## src/pkg/wdrl_consts.svh

```systemverilog
// Offsets, fields, reset values and counts for the watchdog reload/lock block.
// Included by the package and the design; definitions only.
`ifndef WDRL_CONSTS_SVH
`define WDRL_CONSTS_SVH

`define WDRL_ADDR_W          4
`define WDRL_OFF_CTRL        4'h0
`define WDRL_OFF_UPPER       4'h1
`define WDRL_OFF_HIGH        4'h2
`define WDRL_OFF_LOW         4'h3
`define WDRL_OFF_CAUSE       4'h4
`define WDRL_OFF_COUNT_U     4'h5
`define WDRL_OFF_COUNT_H     4'h6
`define WDRL_OFF_COUNT_L     4'h7
`define WDRL_OFF_IRQ_STAT    4'h8
`define WDRL_OFF_IRQ_CLR     4'h9
`define WDRL_OFF_IRQ_EN      4'ha

`define WDRL_UNLOCK_1        8'h55
`define WDRL_UNLOCK_2        8'haa

`define WDRL_CTRL_EN_BIT     0
`define WDRL_CTRL_RST_BIT    1
`define WDRL_CTRL_RESET      8'h00

`define WDRL_CAUSE_STOP_BIT  5
`define WDRL_CAUSE_WDT_BIT   6
`define WDRL_CAUSE_RESET     8'h00

`define WDRL_IRQ_TIMEOUT_BIT 0
`define WDRL_IRQ_NORM_BIT    1
`define WDRL_IRQ_STOP_BIT    2
`define WDRL_IRQ_W           3

`define WDRL_RELOAD_RESET    24'h000400

`endif

```

## src/pkg/wdrl_pkg.sv

```systemverilog
// Types for the watchdog reload/lock block.
// Constants live in wdrl_consts.svh.
`include "wdrl_consts.svh"

package wdrl_pkg;

  typedef enum logic [1:0] {
    WDRL_LOCKED,
    WDRL_GOT_55,
    WDRL_OPEN_UPPER,
    WDRL_OPEN_HIGH
  } wdrl_lock_e;

  typedef struct packed {
    logic [7:0] upper;
    logic [7:0] high;
    logic [7:0] low;
  } wdrl_reload_s;

  typedef struct packed {
    logic                    wr;
    logic                    rd;
    logic [`WDRL_ADDR_W-1:0] addr;
    logic [7:0]              wdata;
  } wdrl_bus_s;

endpackage : wdrl_pkg

```

## src/hw/wdrl_watchdog.sv

```systemverilog
// Watchdog counter with locked reload registers and stop-aware time-out reset.
// Assumes a CPU-side register port in the clk domain and a count tick already
// synchronised to clk; refresh is a one-cycle pulse from the core.
//
// Operation
// - Reset time-out while stopped requests stop-mode recovery, not system reset.
// - Stop-mode reset time-out sets watchdog cause and stop flags.
// - Unlock writes leave every stored control bit unchanged.
// - Any other intervening write, except a repeated 0x55, returns the lock machine to locked.
// - Reload byte writes are ignored while locked.
// - Counter loads reload value on first enable and on each refresh.
// - Reset time-out in normal operation requests system reset, sets cause flag.
//
// Strobed register access and the register addresses are this design's own decisions.
`timescale 1ns/10ps
`include "wdrl_consts.svh"

module wdrl_watchdog (
  input  wire logic                    clk,
  input  wire logic                    rst_b,
  input  wire logic                    wr,
  input  wire logic                    rd,
  input  wire logic [`WDRL_ADDR_W-1:0] addr,
  input  wire logic [7:0]              wdata,
  output logic      [7:0]              rdata,
  input  wire logic                    count_tick,
  input  wire logic                    refresh,
  input  wire logic                    stop_mode,
  output logic                         sys_reset_req,
  output logic                         stop_recovery_req,
  output logic                         irq
);

  wdrl_pkg::wdrl_bus_s    bus;
  wdrl_pkg::wdrl_lock_e   lock_state;
  wdrl_pkg::wdrl_lock_e   next_lock_state;
  wdrl_pkg::wdrl_reload_s reload;
  logic [7:0]             ctrl;
  logic [7:0]             cause;
  logic [23:0]            count;
  logic                   enabled_q;
  logic [`WDRL_IRQ_W-1:0] irq_stat;
  logic [`WDRL_IRQ_W-1:0] irq_en;
  logic [`WDRL_IRQ_W-1:0] irq_set;
  logic                   timeout;
  logic                   reset_mode;
  logic                   load;
  logic                   wr_ctrl;
  logic                   unlock_word;
  logic                   we_upper;
  logic                   we_high;
  logic                   we_low;
  logic [7:0]             reload_upper;
  logic [7:0]             reload_high;
  logic [7:0]             reload_low;

  assign bus = '{wr: wr, rd: rd, addr: addr, wdata: wdata};

  assign wr_ctrl     = bus.wr && (bus.addr == `WDRL_OFF_CTRL);
  assign unlock_word = (bus.wdata == `WDRL_UNLOCK_1) || (bus.wdata == `WDRL_UNLOCK_2);
  assign reset_mode  = ctrl[`WDRL_CTRL_RST_BIT];

  // Lock machine: only the exact next step advances and a repeated 0x55 holds; any other write locks
  always_comb begin
    next_lock_state = lock_state;
    if (bus.wr) begin
      next_lock_state = wdrl_pkg::WDRL_LOCKED;
      unique case (lock_state)
        wdrl_pkg::WDRL_LOCKED: begin
          if (wr_ctrl && bus.wdata == `WDRL_UNLOCK_1) begin
            next_lock_state = wdrl_pkg::WDRL_GOT_55;
          end
        end
        wdrl_pkg::WDRL_GOT_55: begin
          if (wr_ctrl && bus.wdata == `WDRL_UNLOCK_2) begin
            next_lock_state = wdrl_pkg::WDRL_OPEN_UPPER;
          end else if (wr_ctrl && bus.wdata == `WDRL_UNLOCK_1) begin
            next_lock_state = wdrl_pkg::WDRL_GOT_55;
          end
        end
        wdrl_pkg::WDRL_OPEN_UPPER: begin
          if (bus.addr == `WDRL_OFF_UPPER) begin
            next_lock_state = wdrl_pkg::WDRL_OPEN_HIGH;
          end
        end
        wdrl_pkg::WDRL_OPEN_HIGH: begin
          // Low byte write is awaited here; reaching it relocks
          next_lock_state = wdrl_pkg::WDRL_LOCKED;
        end
      endcase
    end
  end

  // Third open step tracked separately so the enum stays four states
  logic high_done;

  always_ff @(posedge clk or negedge rst_b) begin
    if (!rst_b) begin
      lock_state <= wdrl_pkg::WDRL_LOCKED;
    end else if (lock_state == wdrl_pkg::WDRL_OPEN_HIGH && bus.wr && !high_done
                 && bus.addr == `WDRL_OFF_HIGH) begin
      lock_state <= wdrl_pkg::WDRL_OPEN_HIGH;
    end else begin
      lock_state <= next_lock_state;
    end
  end

  always_ff @(posedge clk or negedge rst_b) begin
    if (!rst_b) begin
      high_done <= 1'b0;
    end else if (bus.wr) begin
      high_done <= (lock_state == wdrl_pkg::WDRL_OPEN_HIGH) && !high_done
                   && (bus.addr == `WDRL_OFF_HIGH);
    end
  end

  // Reload bytes: writable only at their own step of an open sequence
  assign we_upper = bus.wr && (lock_state == wdrl_pkg::WDRL_OPEN_UPPER)
                    && (bus.addr == `WDRL_OFF_UPPER);
  assign we_high  = bus.wr && (lock_state == wdrl_pkg::WDRL_OPEN_HIGH) && !high_done
                    && (bus.addr == `WDRL_OFF_HIGH);
  assign we_low   = bus.wr && (lock_state == wdrl_pkg::WDRL_OPEN_HIGH) && high_done
                    && (bus.addr == `WDRL_OFF_LOW);
  assign reload   = '{upper: reload_upper, high: reload_high, low: reload_low};

  // Reset value split per byte; the counter sees all three as one word
  wdrl_gated_byte #(
    .RESET_VAL (8'(`WDRL_RELOAD_RESET >> 16))
  ) u_reload_upper (
    .clk   (clk),
    .rst_b (rst_b),
    .we    (we_upper),
    .d     (bus.wdata),
    .q     (reload_upper)
  );

  wdrl_gated_byte #(
    .RESET_VAL (8'(`WDRL_RELOAD_RESET >> 8))
  ) u_reload_high (
    .clk   (clk),
    .rst_b (rst_b),
    .we    (we_high),
    .d     (bus.wdata),
    .q     (reload_high)
  );

  wdrl_gated_byte #(
    .RESET_VAL (8'(`WDRL_RELOAD_RESET))
  ) u_reload_low (
    .clk   (clk),
    .rst_b (rst_b),
    .we    (we_low),
    .d     (bus.wdata),
    .q     (reload_low)
  );

  // Unlock values are sequence input only and never stored
  always_ff @(posedge clk or negedge rst_b) begin
    if (!rst_b) begin
      ctrl <= `WDRL_CTRL_RESET;
    end else if (wr_ctrl && !unlock_word) begin
      ctrl <= bus.wdata;
    end
  end

  always_ff @(posedge clk or negedge rst_b) begin
    if (!rst_b) begin
      enabled_q <= 1'b0;
    end else begin
      enabled_q <= ctrl[`WDRL_CTRL_EN_BIT];
    end
  end

  assign load    = (ctrl[`WDRL_CTRL_EN_BIT] && !enabled_q) || refresh;
  assign timeout = enabled_q && !load && count_tick && (count == 24'h000001);

  always_ff @(posedge clk or negedge rst_b) begin
    if (!rst_b) begin
      count <= 24'hffffff;
    end else if (load) begin
      count <= reload;
    end else if (timeout) begin
      count <= reload;
    end else if (enabled_q && count_tick) begin
      count <= count - 24'h000001;
    end
  end

  // Reset-on-time-out splits on stop mode; sticky cause flags
  always_ff @(posedge clk or negedge rst_b) begin
    if (!rst_b) begin
      sys_reset_req     <= 1'b0;
      stop_recovery_req <= 1'b0;
    end else begin
      sys_reset_req     <= timeout && reset_mode && !stop_mode;
      stop_recovery_req <= timeout && reset_mode && stop_mode;
    end
  end

  always_ff @(posedge clk or negedge rst_b) begin
    if (!rst_b) begin
      cause <= `WDRL_CAUSE_RESET;
    end else if (timeout && reset_mode) begin
      cause[`WDRL_CAUSE_WDT_BIT]  <= 1'b1;
      cause[`WDRL_CAUSE_STOP_BIT] <= stop_mode;
    end else if (bus.rd && bus.addr == `WDRL_OFF_CAUSE) begin
      cause <= `WDRL_CAUSE_RESET;
    end
  end

  assign irq_set[`WDRL_IRQ_TIMEOUT_BIT] = timeout;
  assign irq_set[`WDRL_IRQ_NORM_BIT]    = timeout && reset_mode && !stop_mode;
  assign irq_set[`WDRL_IRQ_STOP_BIT]    = timeout && reset_mode && stop_mode;

  // Set wins over a same-cycle clear
  wdrl_sticky_flags #(
    .W (`WDRL_IRQ_W)
  ) u_irq_stat (
    .clk    (clk),
    .rst_b  (rst_b),
    .set    (irq_set),
    .clr_we (bus.wr && (bus.addr == `WDRL_OFF_IRQ_CLR)),
    .clr    (bus.wdata[`WDRL_IRQ_W-1:0]),
    .flags  (irq_stat)
  );

  always_ff @(posedge clk or negedge rst_b) begin
    if (!rst_b) begin
      irq_en <= '0;
    end else if (bus.wr && bus.addr == `WDRL_OFF_IRQ_EN) begin
      irq_en <= bus.wdata[`WDRL_IRQ_W-1:0];
    end
  end

  always_ff @(posedge clk or negedge rst_b) begin
    if (!rst_b) begin
      irq <= 1'b0;
    end else begin
      irq <= |((irq_stat | irq_set) & irq_en);
    end
  end

  // Read data one cycle after the strobe; unmapped and idle read zero
  always_ff @(posedge clk or negedge rst_b) begin
    if (!rst_b) begin
      rdata <= 8'h00;
    end else if (bus.rd) begin
      unique case (bus.addr)
        `WDRL_OFF_CTRL:     rdata <= ctrl;
        `WDRL_OFF_UPPER:    rdata <= reload.upper;
        `WDRL_OFF_HIGH:     rdata <= reload.high;
        `WDRL_OFF_LOW:      rdata <= reload.low;
        `WDRL_OFF_CAUSE:    rdata <= cause;
        `WDRL_OFF_COUNT_U:  rdata <= count[23:16];
        `WDRL_OFF_COUNT_H:  rdata <= count[15:8];
        `WDRL_OFF_COUNT_L:  rdata <= count[7:0];
        `WDRL_OFF_IRQ_STAT: rdata <= {5'h00, irq_stat};
        `WDRL_OFF_IRQ_EN:   rdata <= {5'h00, irq_en};
        default:            rdata <= 8'h00;
      endcase
    end else begin
      rdata <= 8'h00;
    end
  end

endmodule : wdrl_watchdog

// Byte register behind a write gate; the gate carries the lock decision
module wdrl_gated_byte #(
  parameter logic [7:0] RESET_VAL = 8'h00
) (
  input  wire logic       clk,
  input  wire logic       rst_b,
  input  wire logic       we,
  input  wire logic [7:0] d,
  output logic      [7:0] q
);

  always_ff @(posedge clk or negedge rst_b) begin
    if (!rst_b) begin
      q <= RESET_VAL;
    end else if (we) begin
      q <= d;
    end
  end

endmodule : wdrl_gated_byte

// Sticky flags; a set in the clearing cycle survives so no event is lost
module wdrl_sticky_flags #(
  parameter int W = 1
) (
  input  wire logic         clk,
  input  wire logic         rst_b,
  input  wire logic [W-1:0] set,
  input  wire logic         clr_we,
  input  wire logic [W-1:0] clr,
  output logic      [W-1:0] flags
);

  always_ff @(posedge clk or negedge rst_b) begin
    if (!rst_b) begin
      flags <= '0;
    end else if (clr_we) begin
      flags <= (flags & ~clr) | set;
    end else begin
      flags <= flags | set;
    end
  end

endmodule : wdrl_sticky_flags

```

## config.mk

```make
export PLATFORM = sky130hd
export DESIGN_NAME = wdrl_watchdog
export DESIGN_NICKNAME = d
export VERILOG_FILES = /design/src/pkg/wdrl_pkg.sv /design/src/hw/wdrl_watchdog.sv
export VERILOG_INCLUDE_DIRS = /design/src /design/src/pkg
export SDC_FILE = /design/constraint.sdc
export NUM_CORES = 1
export LEC_CHECK = 0
export BUFFER_PORTS_ARGS = -buffer_cell sky130_fd_sc_hd__buf_2
export CAP_MARGIN = 10
export CELL_PAD_IN_SITES_DETAIL_PLACEMENT = 0
export CELL_PAD_IN_SITES_GLOBAL_PLACEMENT = 1
export CORE_MARGIN = 2
export CORE_UTILIZATION = 30
export CTS_BUF_LIST = sky130_fd_sc_hd__clkbuf_8
export CTS_CLUSTER_SIZE = 30
export DETAILED_ROUTE_END_ITERATION = 6
export MAX_ROUTING_LAYER = met4
export PLACE_DENSITY = 0.63
export SYNTH_ARGS = -nofsm -noshare
export SYNTH_HDL_FRONTEND = slang
export SYNTH_SLANG_ARGS = --single-unit
```

## constraint.sdc

```tcl
create_clock -name clk -period 4.3 [get_ports clk]
set_input_delay 0.86 -clock clk [delete_from_list [all_inputs] [get_ports clk]]
set_output_delay 0.86 -clock clk [all_outputs]
set_load 0.02 [all_outputs]
```

**After elaboration in Yosys (flattened, before gate mapping)**

Cells that the tools add are included.
Widths: inputs -> output; s select.

- Register bits: 79

- Add/subtract/negate cells: 1
- Equality and inequality tests: 16
- Multiplexer cells: 14
- Bitwise logic cells: 5
- Reductions and logical operators: 37

Operators by type and width:

| cell | number |
|---|---|
| $pmux 8 s10 | 1 |
| $mux 24 | 3 |
| $eq 24x1->1 const B | 1 |
| $logic_and 1x1->1 | 24 |
| $sub 24x1->24 const B | 1 |
| $eq 4x3->1 const B | 4 |
| $eq 4x4->1 const B | 3 |
| $mux 2 | 5 |
| $eq 4x2->1 const B | 2 |
| $eq 8x7->1 const B | 1 |
| $eq 8x8->1 const B | 1 |
| $mux 8 | 1 |
| $pmux 2 s4 | 1 |
| $mux 7 | 1 |
| $and 3x3->3 | 2 |
| $or 3x3->3 | 2 |
| $logic_not 1->1 | 5 |
| $eq 2x2->1 const B | 2 |
| $eq 4x1->1 const B | 1 |
| $logic_not 4->1 | 1 |
| $reduce_bool 2->1 | 2 |
| $mux 3 | 1 |
| $not 3->3 | 1 |
| $reduce_bool 3->1 | 1 |
| 5 further kinds | 6 |

**Longest topological paths before layout**

- Depth in word-level cells: 12
- Mapped depth: 8
- Mapped depth without buffers: 7

**Cells and area by module**

From an unflattened synthesis, not the netlist that was laid out.

- Cell total of the unflattened synthesis: 459
- Area, all modules: 4730.8 um^2

By module, submodules not included:

| module | instances | cells each | area each (um^2) |
|---|---|---|---|
| wdrl_watchdog | 1 | 399 | 3626.0 |
| wdrl_gated_byte (u_reload_low ...) | 2 | 17 | 331.6 |
| wdrl_gated_byte (u_reload_high) | 1 | 17 | 332.8 |
| wdrl_sticky_flags | 1 | 9 | 108.9 |

**Worst setup path before layout**

No wires, ideal clock.

- Path type: input to register
- Start: in addr[2]
- End: reg u_reload_high.q[7]
- Library setup time: 0.128 ns
- Arrival time: 2.361 ns
- Path slack: 1.811 ns
- Cell stages on the path: 7
- Buffers on the path: 3
- Path through: clkbuf_1 nor2_1 nand4_1 or3_1 clkbuf_1 clkbuf_1 mux2_1

- Word-level cells in the longest chain between the ends: 2

RTL lines:

| element | RTL line | source |
|---|---|---|
| from (decl) | wdrl_watchdog.sv:23 | `` input wire logic [`WDRL_ADDR_W-1:0] addr, `` |
| $eq 4x2->1 | -- |  |
| $logic_and 1x1->1 | wdrl_watchdog.sv:120 | `assign we_high = bus.wr && (lock_state == wdrl_pkg::WDRL_OPEN_HIGH) && !high_done` |
| to (signal assigned) | wdrl_watchdog.sv:281 | `q <= RESET_VAL;` |
| to (signal assigned) | wdrl_watchdog.sv:283 | `q <= d;` |
| to (decl) | wdrl_watchdog.sv:276 | `output logic [7:0] q` |

No other way between the ends.
A chain may end at the register's enable or synchronous reset.

**Final worst setup path**

- Start: reg count[0]
- End: reg count[2]

- Word-level cells in the longest chain between the ends: 4

RTL lines:

| element | RTL line | source |
|---|---|---|
| from (decl) | wdrl_watchdog.sv:40 | `logic [23:0] count;` |
| from (signal assigned) | wdrl_watchdog.sv:181 | `count <= reload;` |
| from (signal assigned) | wdrl_watchdog.sv:183 | `count <= reload;` |
| from (signal assigned) | wdrl_watchdog.sv:185 | `count <= count - 24'h000001;` |
| $sub 24x1->24 / $eq 24x1->1 (equally long branches) | wdrl_watchdog.sv:185, wdrl_watchdog.sv:175 |  |
| $mux 24 / $logic_and 1x1->1 (equally long branches) | wdrl_watchdog.sv:184, wdrl_watchdog.sv:175 |  |
| $mux 24 | wdrl_watchdog.sv:182 | `end else if (timeout) begin` |
| $mux 24 | wdrl_watchdog.sv:180 | `end else if (load) begin` |

Parallel ways exist; a longest one is shown, timed or not. The select of a mux whose other input is x is not followed.

==> impl_metrics.prom <==
# TYPE chip_impl_metric gauge
chip_impl_info{name="main_combinational_cell_family_by_area_after_synthesis",value="simple AND/OR/NAND/NOR gates"} 1
chip_impl_metric{name="ctsResizeCount",unit=""} 0
chip_impl_info{name="cpMaxStageDelayCell",value="sky130_fd_sc_hd__dfstp_2"} 1
chip_impl_metric{name="timing.final.ws_setup",unit="ps"} 1590
chip_impl_metric{name="seq_power_share",unit="%"} 46.5
chip_impl_metric{name="fp.dieArea",unit="sq mm"} 0.0158
chip_impl_metric{name="power_density",unit="mW/mm^2"} 421
chip_impl_metric{name="final_min_period_over_clock_period",unit="%"} 63.1
chip_impl_info{name="worstHoldStart",value="cause[5]$_DFFE_PN0P_"} 1
chip_impl_metric{name="synth.avg_cell_area",unit="sq um"} 9.87
chip_impl_metric{name="tightestPinTransition",unit="ps"} 1010
chip_impl_metric{name="worst-endpoint-required",unit="ps"} 4600
chip_impl_metric{name="synth-seq-cells",unit=""} 79
chip_impl_metric{name="yosys.area_share.xor_xnor",unit="%"} 0
chip_impl_metric{name="stdcell_count",unit=""} 655
chip_impl_metric{name="drt.antenna.violating_nets",unit=""} 0
chip_impl_metric{name="cts_htree_levels",unit=""} 3
chip_impl_metric{name="initialDrtViolationCount",unit=""} 376
chip_impl_metric{name="final_layout_size_suffix_gt1_share",unit="%"} 24.2
chip_impl_metric{name="mappedNetlistArea",unit="sq mm"} 0.00445
chip_impl_metric{name="wl_per_cell",unit="microns"} 21.7
chip_impl_metric{name="placed_cell_area",unit="sq mm"} 0.00471
chip_impl_metric{name="cts_hold_buf",unit=""} 0
chip_impl_metric{name="antenna_found_initial",unit=""} 0
chip_impl_metric{name="worst_slew_margin_rel",unit="%"} 32.4
chip_impl_metric{name="reg2reg_slack",unit="ps"} 1590
chip_impl_metric{name="antenna-diode-count",unit=""} 0
chip_impl_metric{name="timing.critical_path.fanout_max",unit=""} 25
chip_impl_metric{name="grt_pass1_vias",unit=""} 3781
chip_impl_metric{name="worstSkewPairLatency",unit="ps"} 380
chip_impl_metric{name="placedCellCount",unit=""} 639
chip_impl_metric{name="synth_compound_area_share",unit="%"} 15.8
chip_impl_metric{name="async_reset_ff_share",unit="%"} 100
chip_impl_metric{name="synth_fp_nets",unit=""} 472
chip_impl_info{name="final_common_cell",value="sky130_fd_sc_hd__dfrtp_1"} 1
chip_impl_metric{name="post_synth_and_or_nand_nor_area_fraction",unit="%"} 21.4
chip_impl_metric{name="area_delta_synth_final",unit="%"} 11.0
chip_impl_metric{name="synthMuxAreaShare",unit="%"} 13.0
chip_impl_metric{name="finalWirelength",unit="microns"} 14200
chip_impl_metric{name="tritoncts.num_buffers",unit=""} 9
chip_impl_info{name="min-delay-path-class",value="register to register"} 1
chip_impl_metric{name="post-route-drc-count",unit=""} 0
chip_impl_metric{name="cellInternalPower",unit="W"} 0.00138
chip_impl_metric{name="p_leak",unit="nW"} 2.09
chip_impl_info{name="critPathCaptureType",value="register"} 1
chip_impl_metric{name="preCtsSetupSlack",unit="ps"} 1390
chip_impl_metric{name="number_of_cells_traversed_by_the_worst_hold_path",unit=""} 2
chip_impl_metric{name="num_io_pins",unit=""} 30
chip_impl_metric{name="slew_viol_final",unit=""} 0
chip_impl_metric{name="slowest_delay",unit="ps"} 620
chip_impl_metric{name="power.switching",unit="W"} 0.000704
chip_impl_info{name="rr_endpoint",value="count[2]$_DFFE_PN1P_"} 1
chip_impl_info{name="mostFrequentLayoutCells",value="sky130_fd_sc_hd__dfrtp_1, sky130_fd_sc_hd__nand2_1, sky130_fd_sc_hd__nor2_1"} 1
chip_impl_metric{name="sink_count_of_the_clock_tree",unit=""} 79
chip_impl_metric{name="number_of_search_and_repair_iterations_in_the_first_detailed_routing_pass",unit=""} 5
chip_impl_metric{name="synthesis_warning_total",unit=""} 0
chip_impl_metric{name="comb_power_share",unit="%"} 22.5
chip_impl_metric{name="irDropWorstVdd",unit="uV"} 209
chip_impl_metric{name="place.gp.congestion",unit=""} 0.895
chip_impl_metric{name="synth_cell_type_count",unit=""} 67
chip_impl_metric{name="final_design_area_no_fill",unit="sq mm"} 0.00494
chip_impl_metric{name="hold_viol",unit=""} 0
chip_impl_metric{name="worst_clock_skew",unit="ps"} 16.1
chip_impl_metric{name="chipHeight",unit="microns"} 126
chip_impl_metric{name="max-clock-path-buffers",unit=""} 2
chip_impl_info{name="whs_endpoint",value="cause[5]$_DFFE_PN0P_"} 1
chip_impl_metric{name="vias",unit=""} 3880
chip_impl_metric{name="start_util",unit="%"} 30.6
chip_impl_metric{name="grt_first_pass_wirelength",unit="microns"} 22300
chip_impl_metric{name="synth_edf_count",unit=""} 0
chip_impl_metric{name="avgViaCountPerCell",unit=""} 5.92
chip_impl_metric{name="placeableCoreArea",unit="sq mm"} 0.0145
chip_impl_metric{name="synth_area_in_adders",unit="%"} 0.562
chip_impl_metric{name="std_cell_rows",unit=""} 44
chip_impl_metric{name="cp_data_arrival_time",unit="ps"} 3010
chip_impl_metric{name="worst-r2r-cell-count",unit=""} 6
chip_impl_metric{name="grt_start_max_net_pins",unit=""} 80
chip_impl_metric{name="syn-instance-count",unit=""} 451
chip_impl_metric{name="die_w",unit="microns"} 126
chip_impl_info{name="timing.critical_path.cells",value="ha_1 -> or4b_1 -> nor4_4 -> a21o_2 -> o21ai_1 -> a211o_1"} 1
chip_impl_info{name="setup_repair_after_global_routing_missed_its_margin",value="no"} 1
chip_impl_metric{name="fin_nets",unit=""} 487
chip_impl_info{name="cts_tree",value="built"} 1
chip_impl_info{name="status",value="completed"} 1
chip_impl_metric{name="grt_use_total",unit="%"} 19.1
chip_impl_metric{name="drv_cap",unit=""} 0
chip_impl_metric{name="count_of_input_and_output_buffers",unit=""} 29
chip_impl_info{name="setup.worst_path.class",value="register to register"} 1
chip_impl_metric{name="path_clk_slew",unit="ps"} 90
chip_impl_info{name="worst_r2r_startpoint",value="count[0]$_DFFE_PN1P_"} 1
chip_impl_metric{name="clkPwrFrac",unit="%"} 31.1
chip_impl_info{name="critical_path.startpoint_type",value="register"} 1
chip_impl_info{name="ys_dominant_reg_cell",value="sky130_fd_sc_hd__dfrtp_1"} 1
chip_impl_metric{name="highest_clock_rate",unit="MHz"} 369
chip_impl_metric{name="setup_violations",unit=""} 0
chip_impl_metric{name="power_total",unit="W"} 0.00208
chip_impl_metric{name="cts.repair_timing.setup_buffer_count",unit=""} 0
chip_impl_metric{name="sw_frac_of_total",unit="%"} 33.8
chip_impl_metric{name="synth_sequential_area_ratio",unit="%"} 45.1
chip_impl_metric{name="setup_tns",unit="ps"} 0
chip_impl_metric{name="detailedPlacementHpwl",unit="microns"} 10300
chip_impl_info{name="clk_root_buffer_cell",value="sky130_fd_sc_hd__clkbuf_8"} 1
chip_impl_metric{name="grt_remaining_overflow",unit=""} 0
chip_impl_metric{name="final.min_clock_period",unit="ps"} 2710
==> cells by family (layout without fill, tap and decap cells) <==
logic type | count (synthesis) | after routing
DFF | 79 | 79
buffers and inverters | 40 | 60
and+or+nand+nor | 177 | 177
AOI/OAI and AO/OA | 103 | 103
muxes | 50 | 50
adders and majority gates | 2 | 2
==> critical path: cells and delay by family, from the launching register on <==
family                     cells  cell delay, ps
AOI/OAI and AO/OA              3             950
adders and majority gates      1             180
DFF                            1             620
and+or+nand+nor                2             870
==> cells in the mapped netlist (4+ instances only) <==
library cell,instances,area share [%]
sky130_fd_sc_hd__and3_1,4,0.56
sky130_fd_sc_hd__nor4_1,7,0.98
sky130_fd_sc_hd__nor2_1,34,2.9
sky130_fd_sc_hd__buf_1,4,0.34
sky130_fd_sc_hd__a31oi_1,10,1.4
sky130_fd_sc_hd__nand4_1,10,1.4
sky130_fd_sc_hd__mux2i_1,16,3.6
sky130_fd_sc_hd__o41ai_1,4,0.79
sky130_fd_sc_hd__or4_1,7,1.2
sky130_fd_sc_hd__mux2_2,30,7.6
sky130_fd_sc_hd__a22oi_1,6,1.0
sky130_fd_sc_hd__inv_1,13,1.1
sky130_fd_sc_hd__dfstp_2,25,15
sky130_fd_sc_hd__o21ai_0,29,3.3
sky130_fd_sc_hd__a22o_1,4,0.79
sky130_fd_sc_hd__clkbuf_1,14,1.2
sky130_fd_sc_hd__nand2_1,46,3.9
sky130_fd_sc_hd__nand3_1,23,2.6
sky130_fd_sc_hd__dfrtp_1,54,30
sky130_fd_sc_hd__a21oi_1,13,1.5
sky130_fd_sc_hd__nand3b_1,4,0.67
sky130_fd_sc_hd__a2bb2oi_1,5,0.98
sky130_fd_sc_hd__nor2b_1,4,0.56
sky130_fd_sc_hd__nor3_1,10,1.1
==> how the worst max path moves through the flow <==
stage                         start                             end  slack (ps)
2_1_floorplan               addr[2]  u_reload_high.q[7]$_DFFE_PN0P_        1810
3_3_place_gp                addr[1]             ctrl[6]$_DFFE_PN0P_        1510
3_5_place_dp                addr[1]             ctrl[6]$_DFFE_PN0P_        1390
4_1_cts        count[0]$_DFFE_PN1P_           count[13]$_DFFE_PN1P_        1600
5_1_grt        count[0]$_DFFE_PN1P_            count[8]$_DFFE_PN1P_        1450
6_report       count[0]$_DFFE_PN1P_            count[2]$_DFFE_PN1P_        1590
==> power groups by stage <==
stage / Sequential, W / Combinational, W / Clock [W]
4_1_cts: 0.000962 / 0.000465 / 0.000671
2_1_floorplan: 0.000919 / 0.000353 / 0
3_5_place_dp: 0.000974 / 0.000463 / 0
3_3_place_gp: 0.000974 / 0.000458 / 0
6_report: 0.000968 / 0.000468 / 0.000647
5_1_grt: 0.000977 / 0.000511 / 0.000712
==> sequential cells by signal, indices dropped and copies added (netlist names), 2 cells and up <==
signal,cells
cause,2
u_reload_low.q,8
u_reload_high.q,8
lock_state,2
count,24
u_irq_stat.flags,3
ctrl,8
rdata,8
u_reload_upper.q,8
irq_en,3
==> area by class of cell <==
type / instances / area, sq um
Tap cell: 184 / 230
Timing Repair Buffer: 31 / 163
Clock buffer: 11 / 151
Clock inverter: 5 / 80.1
Sequential cell: 79 / 2010
Inverter: 13 / 48.8
Fill cell: 1532 / 9590
Multi-Input combinational cell: 332 / 2260
==> layer usage <==
layer | share of wire [%] | GRT usage, % | vias up
met4 | 2.5 | 6.85 | 0
met5 | 0 | - | -
met2 | 43 | 26.7 | 148
met3 | 6.7 | 4.67 | 25
li1 | - | - | 1737
met1 | 47 | 26.8 | 1970
==> metrics by stage <==
step,util [%],hold WS (ps)
after CTS,34.0,519
after floorplan,-,384
after detailed placement,32.4,495
after global placement,32.4,493
after global routing,34.0,545
final,34.0,511
No activity file was read; power rests on OpenSTA's default activity.
